[config.mk]
export PLATFORM = sky130hd
export DESIGN_NAME = pco_clock_output
export DESIGN_NICKNAME = d
export VERILOG_FILES = /design/src/hdl/pco_pkg.sv /design/src/hdl/pco_clock_output.sv
export SDC_FILE = /design/constraint.sdc
export NUM_CORES = 1
export LEC_CHECK = 0
export BUFFER_PORTS_ARGS = -buffer_cell sky130_fd_sc_hd__buf_2
export CAP_MARGIN = 10
export CORE_UTILIZATION = 50
export CTS_BUF_LIST = sky130_fd_sc_hd__clkbuf_16
export CTS_CLUSTER_DIAMETER = 40
export DETAILED_ROUTE_END_ITERATION = 16
export PLACE_DENSITY = 0.72
export SLEW_MARGIN = 10
export SYNTH_ARGS = -nofsm -noshare
export SYNTH_HDL_FRONTEND = slang
export SYNTH_SLANG_ARGS = --single-unit
[constraint.sdc]
create_clock -name ref_clk -period 2.77 [get_ports ref_clk]
set_input_delay 0.6925 -clock ref_clk [delete_from_list [all_inputs] [get_ports ref_clk]]
set_output_delay 0.6925 -clock ref_clk [all_outputs]
set_load 0.03 [all_outputs]
[src/hdl/pco_pkg.sv]
/*
 * Package for the programmable clock output unit: register addresses, field
 * positions, reset values, source codes, the register request carrier and
 * the output state encoding.
 * Assumes one 10 MHz clock and memory-mapped byte or bit register access.
 */
package pco_pkg;

    // register addresses on the internal data space
    localparam logic [15:0] PCO_ADDR_CLK_SEL   = 16'hff40;
    localparam logic [15:0] PCO_ADDR_PORT_DIR  = 16'hff24;
    localparam logic [15:0] PCO_ADDR_PORT_LAT  = 16'hff04;

    // reset values
    localparam logic [7:0]  PCO_CLK_SEL_RST    = 8'h00;
    localparam logic [7:0]  PCO_PORT_DIR_RST   = 8'hff;
    localparam logic [7:0]  PCO_PORT_LAT_RST   = 8'h00;

    // clock output select fields
    localparam int          PCO_EN_BIT         = 4;
    localparam int          PCO_SRC_MSB        = 3;
    localparam logic [7:0]  PCO_CLK_SEL_MASK   = 8'h1f;

    // source codes: 0..7 divide the peripheral clock by 2**n, 8 is the sub clock
    localparam logic [3:0]  PCO_SRC_DIV_MAX    = 4'h7;
    localparam logic [3:0]  PCO_SRC_SUB        = 4'h8;

    // port bit that carries the divided clock
    localparam int          PCO_PIN_IDX        = 2;

    // prescaler width covers divide by 128
    localparam int          PCO_DIV_W          = 7;

    // output frequency ceiling software must respect, in kHz
    localparam int          PCO_MAX_OUT_KHZ    = 10000;

    typedef struct packed {
        logic [15:0] addr;
        logic        byte_wr;
        logic        bit_wr;
        logic [2:0]  bit_sel;
        logic        bit_val;
        logic [7:0]  wdata;
        logic        rd;
    } pco_reg_req_type;

    typedef enum logic [2:0] {
        PCO_ST_IDLE  = 3'b001,
        PCO_ST_RUN   = 3'b010,
        PCO_ST_DRAIN = 3'b100
    } pco_state_type;

endpackage

[src/hdl/pco_clock_output.sv]
/*
 * Programmable clock output unit: select register, port direction and port
 * latch registers, prescaler and glitch-free output gating onto the shared
 * port pin.
 * Assumes prs_tick pulses once per half period of the peripheral clock, and
 * sub_clk is the raw subsystem clock level, much slower than ref_clk.
 */
// What this block does
// - reset clears the select register to zero: output off, first source code
// - enable bit 0 stops the divider and holds the clock pin at port latch bit 2, low after reset
// - enable bit 1 runs the divider and drives the chosen clock on the pin
// - codes 0 to 7 give peripheral clock divided by two to the power code
// - code 8 passes the subsystem clock undivided; other codes are not used
// - switching enable on, or off with the source code unchanged, never makes a narrow pulse on the pin
// - output starts with a low phase and, if the disabling write keeps the source code, stops after a whole high phase
// - direction bit 0 turns the pin buffer on, 1 makes it an input
// - port direction register resets to all ones, every pin an input
// - select register takes bit writes and byte writes; bit writes touch one bit
`timescale 1ns/1ns

module pco_clock_output
    import pco_pkg::*;
(
    input  wire logic            ref_clk,
    input  wire logic            reset,
    input  wire logic            prs_tick,
    input  wire logic            sub_clk,
    input  wire pco_reg_req_type reg_req,
    output logic [7:0]           reg_rdata,
    output logic                 divided_clock_pin,
    output logic [7:0]           pin_drive_oe,
    output logic                 clk_running
);

    // register group
    logic [7:0]    clock_output_select_reg_ff;
    logic [7:0]    nxt_clock_output_select_reg;
    logic [7:0]    port_direction_reg_ff;
    logic [7:0]    nxt_port_direction_reg;
    logic [7:0]    port_latch_reg_ff;
    logic [7:0]    nxt_port_latch_reg;
    logic [7:0]    rdata_ff;
    logic [7:0]    nxt_rdata;

    // clock generation group
    logic          sub_meta_ff;
    logic          sub_sync_ff;
    logic [PCO_DIV_W-1:0] div_cnt_ff;
    logic [PCO_DIV_W-1:0] nxt_div_cnt;
    logic          clk_lvl_ff;
    logic          nxt_clk_lvl;
    pco_state_type state_ff;
    pco_state_type nxt_state;
    logic          pin_ff;
    logic          nxt_pin;
    logic [7:0]    oe_ff;
    logic [7:0]    nxt_oe;
    logic          running_ff;
    logic          nxt_running;

    // decoded select fields
    logic          output_enable_bit;
    logic [3:0]    src_sel;
    logic          src_is_div;
    logic          src_is_sub;
    logic [PCO_DIV_W-1:0] div_mask;
    logic          div_toggle;
    logic          src_next;

    assign output_enable_bit = clock_output_select_reg_ff[PCO_EN_BIT];
    assign src_sel           = clock_output_select_reg_ff[PCO_SRC_MSB:0];
    assign src_is_div        = (src_sel <= PCO_SRC_DIV_MAX);
    assign src_is_sub        = (src_sel == PCO_SRC_SUB);

    // low n bits of the tick count; all ones means 2**n - 1 ticks have passed, so this tick is the 2**n th
    assign div_mask   = PCO_DIV_W'((8'h01 << src_sel[2:0]) - 8'h01);
    assign div_toggle = prs_tick && ((div_cnt_ff & div_mask) == div_mask);

    // next level of the selected source while the output runs
    always_comb begin
        src_next = 1'b0;
        if (src_is_div) begin
            src_next = div_toggle ? ~clk_lvl_ff : clk_lvl_ff;
        end else if (src_is_sub) begin
            src_next = sub_sync_ff;
        end
    end

    // register writes and reads
    always_comb begin
        nxt_clock_output_select_reg = clock_output_select_reg_ff;
        nxt_port_direction_reg      = port_direction_reg_ff;
        nxt_port_latch_reg          = port_latch_reg_ff;
        nxt_rdata                   = rdata_ff;
        if (reg_req.byte_wr) begin
            case (reg_req.addr)
                PCO_ADDR_CLK_SEL: begin
                    nxt_clock_output_select_reg = reg_req.wdata & PCO_CLK_SEL_MASK;
                end
                PCO_ADDR_PORT_DIR: begin
                    nxt_port_direction_reg = reg_req.wdata;
                end
                PCO_ADDR_PORT_LAT: begin
                    nxt_port_latch_reg = reg_req.wdata;
                end
                default: begin
                    nxt_rdata = rdata_ff;
                end
            endcase
        end else if (reg_req.bit_wr) begin
            case (reg_req.addr)
                PCO_ADDR_CLK_SEL: begin
                    nxt_clock_output_select_reg[reg_req.bit_sel] = reg_req.bit_val;
                    nxt_clock_output_select_reg = nxt_clock_output_select_reg
                                                & PCO_CLK_SEL_MASK;
                end
                PCO_ADDR_PORT_DIR: begin
                    nxt_port_direction_reg[reg_req.bit_sel] = reg_req.bit_val;
                end
                PCO_ADDR_PORT_LAT: begin
                    nxt_port_latch_reg[reg_req.bit_sel] = reg_req.bit_val;
                end
                default: begin
                    nxt_rdata = rdata_ff;
                end
            endcase
        end
        if (reg_req.rd) begin
            case (reg_req.addr)
                PCO_ADDR_CLK_SEL:  nxt_rdata = clock_output_select_reg_ff & PCO_CLK_SEL_MASK;
                PCO_ADDR_PORT_DIR: nxt_rdata = port_direction_reg_ff;
                PCO_ADDR_PORT_LAT: nxt_rdata = port_latch_reg_ff;
                default:           nxt_rdata = 8'h00;
            endcase
        end
    end

    always_ff @(posedge ref_clk or posedge reset) begin
        if (reset) begin
            clock_output_select_reg_ff <= PCO_CLK_SEL_RST;
            port_direction_reg_ff      <= PCO_PORT_DIR_RST;
            port_latch_reg_ff          <= PCO_PORT_LAT_RST;
            rdata_ff                   <= 8'h00;
        end else begin
            clock_output_select_reg_ff <= nxt_clock_output_select_reg;
            port_direction_reg_ff      <= nxt_port_direction_reg;
            port_latch_reg_ff          <= nxt_port_latch_reg;
            rdata_ff                   <= nxt_rdata;
        end
    end

    // output sequencing: a disable that lands in a high phase lets that phase
    // finish at the rate of the selected code; an undefined code ends it at once
    always_comb begin
        nxt_state   = state_ff;
        nxt_div_cnt = div_cnt_ff;
        nxt_clk_lvl = clk_lvl_ff;
        case (state_ff)
            PCO_ST_IDLE: begin
                nxt_div_cnt = '0;
                nxt_clk_lvl = 1'b0;
                // sub clock start waits for its low phase to avoid a short high
                if (output_enable_bit && (src_is_div || (src_is_sub && !sub_sync_ff))) begin
                    nxt_state = PCO_ST_RUN;
                end
            end
            PCO_ST_RUN: begin
                if (!output_enable_bit || !(src_is_div || src_is_sub)) begin
                    if (clk_lvl_ff) begin
                        nxt_state = PCO_ST_DRAIN;
                        nxt_clk_lvl = src_next;
                        if (prs_tick) begin
                            nxt_div_cnt = div_cnt_ff + 1'b1;
                        end
                        if (!src_next) begin
                            nxt_state = PCO_ST_IDLE;
                        end
                    end else begin
                        nxt_state = PCO_ST_IDLE;
                    end
                end else begin
                    nxt_clk_lvl = src_next;
                    if (prs_tick) begin
                        nxt_div_cnt = div_cnt_ff + 1'b1;
                    end
                end
            end
            PCO_ST_DRAIN: begin
                nxt_clk_lvl = src_next;
                if (prs_tick) begin
                    nxt_div_cnt = div_cnt_ff + 1'b1;
                end
                if (!src_next) begin
                    nxt_state = PCO_ST_IDLE;
                end
            end
            default: begin
                nxt_state   = PCO_ST_IDLE;
                nxt_clk_lvl = 1'b0;
                nxt_div_cnt = '0;
            end
        endcase
    end

    // pin: latch is ored in, so software keeps it 0 for a clean clock
    always_comb begin
        nxt_pin     = nxt_clk_lvl | nxt_port_latch_reg[PCO_PIN_IDX];
        nxt_oe      = ~nxt_port_direction_reg;
        nxt_running = (nxt_state != PCO_ST_IDLE);
    end

    always_ff @(posedge ref_clk or posedge reset) begin
        if (reset) begin
            sub_meta_ff <= 1'b0;
            sub_sync_ff <= 1'b0;
            div_cnt_ff  <= '0;
            clk_lvl_ff  <= 1'b0;
            state_ff    <= PCO_ST_IDLE;
            pin_ff      <= 1'b0;
            oe_ff       <= 8'h00;
            running_ff  <= 1'b0;
        end else begin
            sub_meta_ff <= sub_clk;
            sub_sync_ff <= sub_meta_ff;
            div_cnt_ff  <= nxt_div_cnt;
            clk_lvl_ff  <= nxt_clk_lvl;
            state_ff    <= nxt_state;
            pin_ff      <= nxt_pin;
            oe_ff       <= nxt_oe;
            running_ff  <= nxt_running;
        end
    end

    assign reg_rdata         = rdata_ff;
    assign divided_clock_pin = pin_ff;
    assign pin_drive_oe      = oe_ff;
    assign clk_running       = running_ff;

endmodule // pco_clock_output

==> flow_metrics.py, run 1 <==
metrics = {
    "yosys": {
        "synthXorXnorAreaFrac": 0.0145,
        "ys_ff_latch": 52,
        "synthTopCellsByArea": "dfrtp_1 (36%), dfstp_2 (7.8%), a22oi_1 (3.2%), o21ai_0 (3.0%), a21oi_1 (2.8%)",
        "muxShareOfSynthArea": 0.0488,
        "synth_area_um2": 3030,
        "synth.top_cell.area_share": 0.356,
        "synth.distinct_cells": 57,
        "synth_seq_area_share": 0.434,
        "synth_edf_count": 0,
        "synth_compound_area_frac": 0.239,
        "synthAdderAreaFrac": 0.00413,
        "synth_top_family_by_area": "compound AO/OA/AOI/OAI gates",
        "synthDominantAreaCellType": "dfrtp_1",
        "synthSimpleGateAreaFrac": 0.218,
        "ys_async_sr_fraction": 1.00,
        "synth_fp_nets": 358,
        "synth_cells": 322,
        "synth_ff_type": "dfrtp_1",
        "avgSynthCellArea_um2": 9.40,
        "ys_warn_count": 0,
    },
    "cts": {
        "clock_latency_ns": 0.29,
        "cts_sinks": 52,
        "cts_tree": "yes",
        "clockBufferDepth": 2,
        "cts_hold_buffers": 0,
        "cts_resized": 0,
        "htree_num_levels": 2,
        "post_cts.repair.setup_buffers": 0,
        "cts-root-buf": "clkbuf_16",
        "clkTransAtPathRegs_ns": 0.06,
        "numCtsBuffers": 5,
    },
    "critical_path": {
        "regToRegStartpoint": "clock_output_select_reg_ff[0]$_DFFE_PP0P_",
        "start_kind": "input pin",
        "required_ns": 2.93,
        "worstPathArrival_ns": 2.48,
        "crit_path_start": "reg_req[18]",
        "crit_type": "in2reg",
        "path_max_fanout": 8,
        "end_kind": "flip-flop",
    },
    "sta": {
        "slew_viol_final": 0,
        "layout_min_cycle_time_ns": 2.32,
        "hold_viol_final": 0,
        "setup_tns_ns": 0,
        "clock-skew-final_ns": 0.00338,
        "rsz0062_at_grt": "false",
        "fin_crit_sh": 0.837,
        "setup_violations": 0,
        "max_clock_freq_mhz": 431,
        "max-slew-margin-rel": 0.541,
        "tightest_slew_ns": 0.684,
    },
    "floorplan": {
        "rows": 27,
        "io_pins": 53,
        "fp.dieH_um": 79.8,
        "core-area_um2": 5680,
        "die_w_um": 79.8,
        "design.die.area_um2": 6370,
        "start_util": 0.533,
    },
    "layout": {
        "fin_cells": 444,
        "ff_latch_area_um2": 1310,
        "area_growth_pct": 15.5,
        "n_antenna_cell": 0,
        "utilization": 0.616,
        "drive_gt1_frac": 0.250,
        "fin_nets": 407,
        "num-fill-cells": 495,
        "layout_commonest_cell": "buf_2",
        "final_cell_mix": "buf_2 (52), dfrtp_1 (43), o21ai_0 (18)",
        "finalInstanceArea_um2": 3500,
        "multi_input_area_um2": 1590,
    },
    "route": {
        "avgRoutedWirePerCell_um": 16.1,
        "avgViaCountPerCell": 6.11,
        "drt_wl_total_mm": 7.15,
        "postRouteAntennaNets": 0,
        "drc": 0,
        "via_count": 2715,
        "first_iter_violations": 170,
        "drt_first_pass_iters": 5,
    },
    "placement": {
        "dp_hpwl_mm": 5.36,
        "place_area_um2": 3360,
        "portBuffers": 52,
        "gp_congestion": 0.835,
        "numPlacedInstances": 436,
    },
    "worst_hold_path": {
        "min-delay-start": "sub_meta_ff$_DFF_PP0_",
        "hp-class": "reg2reg",
    },
    "run_status": {
        "status": "finished clean",
    },
    "global_route": {
        "grt_max_degree": 31,
        "grt_use_total": 0.248,
        "grt_pass1_wl_mm": 12.2,
        "overflow": 0,
        "grt_pass1_vias": 2554,
        "antenna_found_initial": 0,
    },
    "run": {
        "drv_cap": 0,
    },
    "power": {
        "vdd_ir_drop_max_mv": 0.226,
        "cellPowerDensity_nw_per_um2": 419,
        "leakage_nw": 1.52,
    },
}
-- registers in the layout, summed over array words and instances (netlist names) --
| signal | count |
|---|---|
| clk_lvl_ff | 1 |
| clk_running | 1 |
| clock_output_select_reg_ff | 5 |
| div_cnt_ff | 7 |
| divided_clock_pin | 1 |
| pin_drive_oe | 8 |
| port_direction_reg_ff | 8 |
| port_latch_reg_ff | 8 |
| reg_rdata | 8 |
| state_ff | 3 |
| sub_meta_ff | 1 |
| sub_sync_ff | 1 |
-- path summary, 6_finish.rpt --
check	endpoint	slack, ns	cells past startpoint
worst max-delay path	port_latch_reg_ff[0]$_DFFE_PP0P_	0.45	6
worst min-delay path	sub_sync_ff$_DFF_PP0_	0.35	0
worst max register to register	div_cnt_ff[4]$_DFFE_PP0P_	0.67	5
worst min register to register	sub_sync_ff$_DFF_PP0_	0.35	0
max in group asynchronous	port_direction_reg_ff[3]$_DFF_PP1_	1.66	3
min in group asynchronous	reg_rdata[2]$_DFFE_PP0P_	0.42	2
-- area by class of cell --
cell class                 instances  area share
clock buffer                       5      0.0358
clock inverter                     3     0.00322
inverter                          13      0.0140
multi-input combinational        239       0.454
sequential                        52       0.375
tap                               72      0.0258
timing repair buffer              60      0.0916
-- cells by family after synthesis --
kind of cell,after synthesis
fa+ha+maj,1
mux,14
xor+xnor,5
simple gates,114
buf+inv,31
compound gates,105
flops,52
-- per-stage QoR --
| stage | total power [mW] | hold WS, ns | setup WS (ns) |
|---|---|---|---|
| floorplan | 0.843 | 0.331 | 0.382 |
| global placement | 0.894 | 0.333 | 0.235 |
| detailed placement | 0.896 | 0.335 | 0.188 |
| CTS | 1.48 | 0.349 | 0.461 |
| global route | 1.53 | 0.369 | 0.323 |
| finish | 1.47 | 0.347 | 0.451 |
-- per-layer routing --
layer,up-vias,share of wire,GRT usage,wire length (µm)
met3,6,0.057,0.0389,410
li1,1293,-,-,-
met5,-,0,0,0
met4,0,0.0083,0.0571,59
met2,94,0.46,0.399,3320
met1,1322,0.47,0.351,3360
-- worst max-delay path: stages --
cell     delay (ns)
buf_2          0.10
or3_4          0.39
or4_4          0.57
or3_1          0.46
o21ai_1        0.19
o31ai_1        0.09
-- power breakdown --
group          internal (mW)  switching (mW)
Combinational         0.0458          0.0741
Sequential             0.762        0.000905
Clock                  0.326           0.258
-- synth_stat cells (6+ instances only) --
library cell / n
a21boi_0: 10
a21oi_1: 17
a22oi_1: 13
clkbuf_1: 15
dfrtp_1: 43
dfstp_2: 9
inv_1: 13
mux2_2: 6
mux2i_1: 8
nand2_1: 15
nand2b_1: 13
nand3_1: 16
nand4_1: 6
nor2_1: 17
nor3_1: 6
nor3b_1: 7
o21ai_0: 18
o31ai_1: 6
No activity file was read; power rests on OpenSTA's default activity.
==> run 2: changes to the inputs <==
--- a/config.mk
+++ b/config.mk
@@ -5,13 +5,14 @@
 export SDC_FILE = /design/constraint.sdc
 export NUM_CORES = 1
 export LEC_CHECK = 0
+export ABC_AREA = 1
 export BUFFER_PORTS_ARGS = -buffer_cell sky130_fd_sc_hd__buf_2
 export CAP_MARGIN = 10
 export CORE_UTILIZATION = 50
 export CTS_BUF_LIST = sky130_fd_sc_hd__clkbuf_16
 export CTS_CLUSTER_DIAMETER = 40
 export DETAILED_ROUTE_END_ITERATION = 16
-export PLACE_DENSITY = 0.72
+export PLACE_DENSITY = 0.75
 export SLEW_MARGIN = 10
 export SYNTH_ARGS = -nofsm -noshare
 export SYNTH_HDL_FRONTEND = slang
==> constraint.sdc (replaced) <==
create_clock -name ref_clk -period 1.9 [get_ports ref_clk]
set_input_delay 0.475 -clock ref_clk [delete_from_list [all_inputs] [get_ports ref_clk]]
set_output_delay 0.475 -clock ref_clk [all_outputs]
set_load 0.03 [all_outputs]
==> flow_metrics.py, run 2 <==
metrics = {
    "run_status": {
        "status": "finished clean",
    },
    "global_route": {
        "antenna_found_initial": 0,
        "overflow": 0,
        "grt_use_total": 0.256,
        "grt_max_degree": 53,
        "grt_pass1_vias": 2917,
        "grt_pass1_wl_mm": 12.9,
    },
    "sta": {
        "layout_min_cycle_time_ns": 1.55,
        "rsz0062_at_grt": "false",
        "hold_viol_final": 0,
        "clock-skew-final_ns": 0.00618,
        "fin_crit_sh": 0.817,
        "setup_violations": 0,
        "max_clock_freq_mhz": 644,
        "tightest_slew_ns": 0.414,
        "setup_tns_ns": 0,
        "slew_viol_final": 0,
        "max-slew-margin-rel": 0.724,
    },
    "cts": {
        "clkTransAtPathRegs_ns": 0.07,
        "htree_num_levels": 2,
        "cts_sinks": 52,
        "numCtsBuffers": 5,
        "cts_resized": 0,
        "post_cts.repair.setup_buffers": 0,
        "clock_latency_ns": 0.29,
        "clockBufferDepth": 2,
        "cts_tree": "yes",
        "cts-root-buf": "clkbuf_16",
        "cts_hold_buffers": 0,
    },
    "yosys": {
        "synthSimpleGateAreaFrac": 0.373,
        "synth_cells": 442,
        "synth_ff_type": "dfrtp_1",
        "synthDominantAreaCellType": "dfrtp_1",
        "synth_edf_count": 0,
        "synth_top_family_by_area": "simple AND/OR/NAND/NOR gates",
        "ys_async_sr_fraction": 1.00,
        "muxShareOfSynthArea": 0,
        "synth_fp_nets": 478,
        "ys_top_cells_by_count": "nand2_1 (150), dfrtp_1 (43), inv_1 (42), nand3_1 (42), nor2_1 (25)",
        "synth.top_cell.area_share": 0.338,
        "synth_seq_area_share": 0.413,
        "synthAdderAreaFrac": 0.00393,
        "avgSynthCellArea_um2": 7.20,
        "synth.distinct_cells": 41,
        "ys_warn_count": 0,
        "synthMostInstantiatedCell": "nand2_1",
        "synthTopCellsByArea": "dfrtp_1 (34%), nand2_1 (18%), dfstp_2 (7.4%), nand3_1 (6.6%), inv_1 (5.0%)",
        "ys_ff_latch": 52,
        "synth_compound_area_frac": 0.118,
        "synth_area_um2": 3180,
        "synthXorXnorAreaFrac": 0.0138,
    },
    "layout": {
        "fin_nets": 537,
        "final_cell_mix": "nand2_1 (150), buf_2 (52), dfrtp_1 (43)",
        "layout_commonest_cell": "nand2_1",
        "area_growth_pct": 17.3,
        "n_antenna_cell": 0,
        "num-fill-cells": 537,
        "drive_gt1_frac": 0.241,
    },
    "critical_path": {
        "crit_path_frequent_cell": "nand2_1",
        "cpPeakStageDelay_ns": 0.24,
        "required_ns": 2.13,
        "regToRegStartpoint": "clock_output_select_reg_ff[1]$_DFFE_PP0P_",
        "path_max_fanout": 12,
        "crit_chain": "buf_2 -> nand2_1 -> inv_2 -> nand2_2 -> nor2_8 -> nand2_4 -> inv_2 -> nand2_1 -> nand2_1 -> nand2_1 -> nand3_1 -> and2_1",
        "worstPathArrival_ns": 1.79,
        "critPathBufInv": 3,
        "crit_type": "in2reg",
        "crit_path_start": "reg_req[29]",
        "r2r_cells": 10,
        "end_kind": "flip-flop",
        "cp.depth": 12,
        "path_delay_family": "simple AND/OR/NAND/NOR gates",
        "slowest_stage": "nor2_8",
        "start_kind": "input pin",
    },
    "route": {
        "drt_first_pass_iters": 5,
        "drc": 0,
        "first_iter_violations": 167,
        "avgRoutedWirePerCell_um": 13.6,
        "via_count": 3093,
        "postRouteAntennaNets": 0,
        "drt_wl_total_mm": 7.84,
        "avgViaCountPerCell": 5.36,
    },
    "floorplan": {
        "design.die.area_um2": 6680,
        "fp.dieH_um": 81.8,
        "rows": 28,
        "start_util": 0.528,
        "io_pins": 53,
        "die_w_um": 81.8,
        "core-area_um2": 6030,
    },
    "placement": {
        "gp_congestion": 0.886,
        "dp_hpwl_mm": 5.92,
        "portBuffers": 52,
    },
    "power": {
        "cellPowerDensity_nw_per_um2": 671,
        "vdd_ir_drop_max_mv": 0.463,
        "total_power_mw": 2.50,
        "leakage_nw": 1.96,
    },
    "worst_hold_path": {
        "hp-class": "in2async",
    },
    "run": {
        "drv_cap": 0,
    },
}
run 2: cell count changes after synthesis, moves of 9 or more:
cell      previous run  this run
nand2b_1            13         0
inv_2                0         9
o21ai_1              4        19
inv_1               13        42
nand3_1             16        42
nand2_2              0        12
a22oi_1             13         2
clkbuf_1            15         3
a21oi_1             17         6
a21boi_0            10         0
nand2_1             15       150
run 2: layout make-up:
class                      instances  area [µm²]  share of cell area
clock buffer                       5         125              0.0335
clock inverter                     3        21.3             0.00570
inverter                          53         200              0.0537
multi-input combinational        327        1620               0.434
sequential                        52        1310               0.352
tap                               75        93.8              0.0252
timing repair buffer              62         360              0.0966
run 2: cell families (layout without fill, tap and decap cells):
family                     count (synthesis)  after routing
and+or+nand+nor                          260            260
adders and majority gates                  1              1
AOI/OAI and AO/OA                         61             61
DFF                                       52             52
xor gates and xnor gates                   5              5
buffers and inverters                     63            123
run 2: path summary, 6_finish.rpt:
check | end | slack, ns
worst max-delay path | pin_drive_oe[3]$_DFF_PP0_ | 0.35
worst min-delay path | reg_rdata[1]$_DFFE_PP0P_ | 0.23
worst max register to register | div_cnt_ff[6]$_DFFE_PP0P_ | 0.39
worst min register to register | sub_sync_ff$_DFF_PP0_ | 0.37
max in group asynchronous | state_ff[0]$_DFF_PP1_ | 1.40
min in group ref_clk | sub_meta_ff$_DFF_PP0_ | 0.28
run 2: power breakdown:
group / switching, mW / internal (mW)
clock: 0.419 / 0.491
sequential: 0.0151 / 1.17
combinational: 0.272 / 0.136
total: 0.706 / 1.80
run 2: routing by layer:
| metal | wire (µm) | GRT usage |
|---|---|---|
| met2 | 3780 | 0.441 |
| met5 | 0 | 0 |
| met3 | 380 | 0.0322 |
| met1 | 3530 | 0.329 |
| met4 | 155 | 0.0842 |
run 2: per-stage QoR:
stage          instance area (µm²)  setup WS [ns]  hold slack, ns  utilization  std cells
2_1_floorplan                 3180          0.182           0.331            -        442
3_3_place_gp                  3580         0.0969           0.344        0.595        569
3_5_place_dp                  3580         0.0553           0.354        0.595        569
4_1_cts                       3730          0.350           0.238        0.619        577
5_1_grt                       3730          0.214           0.260        0.619        577
6_report                      3730          0.348           0.225        0.619        577
run 2: worst register-to-register path, delay by kind of cell (launching register included):
family          cells  cell delay, ns
simple gates        8            0.81
flops               1            0.46
buf+inv             1            0.08
compound gates      1            0.07
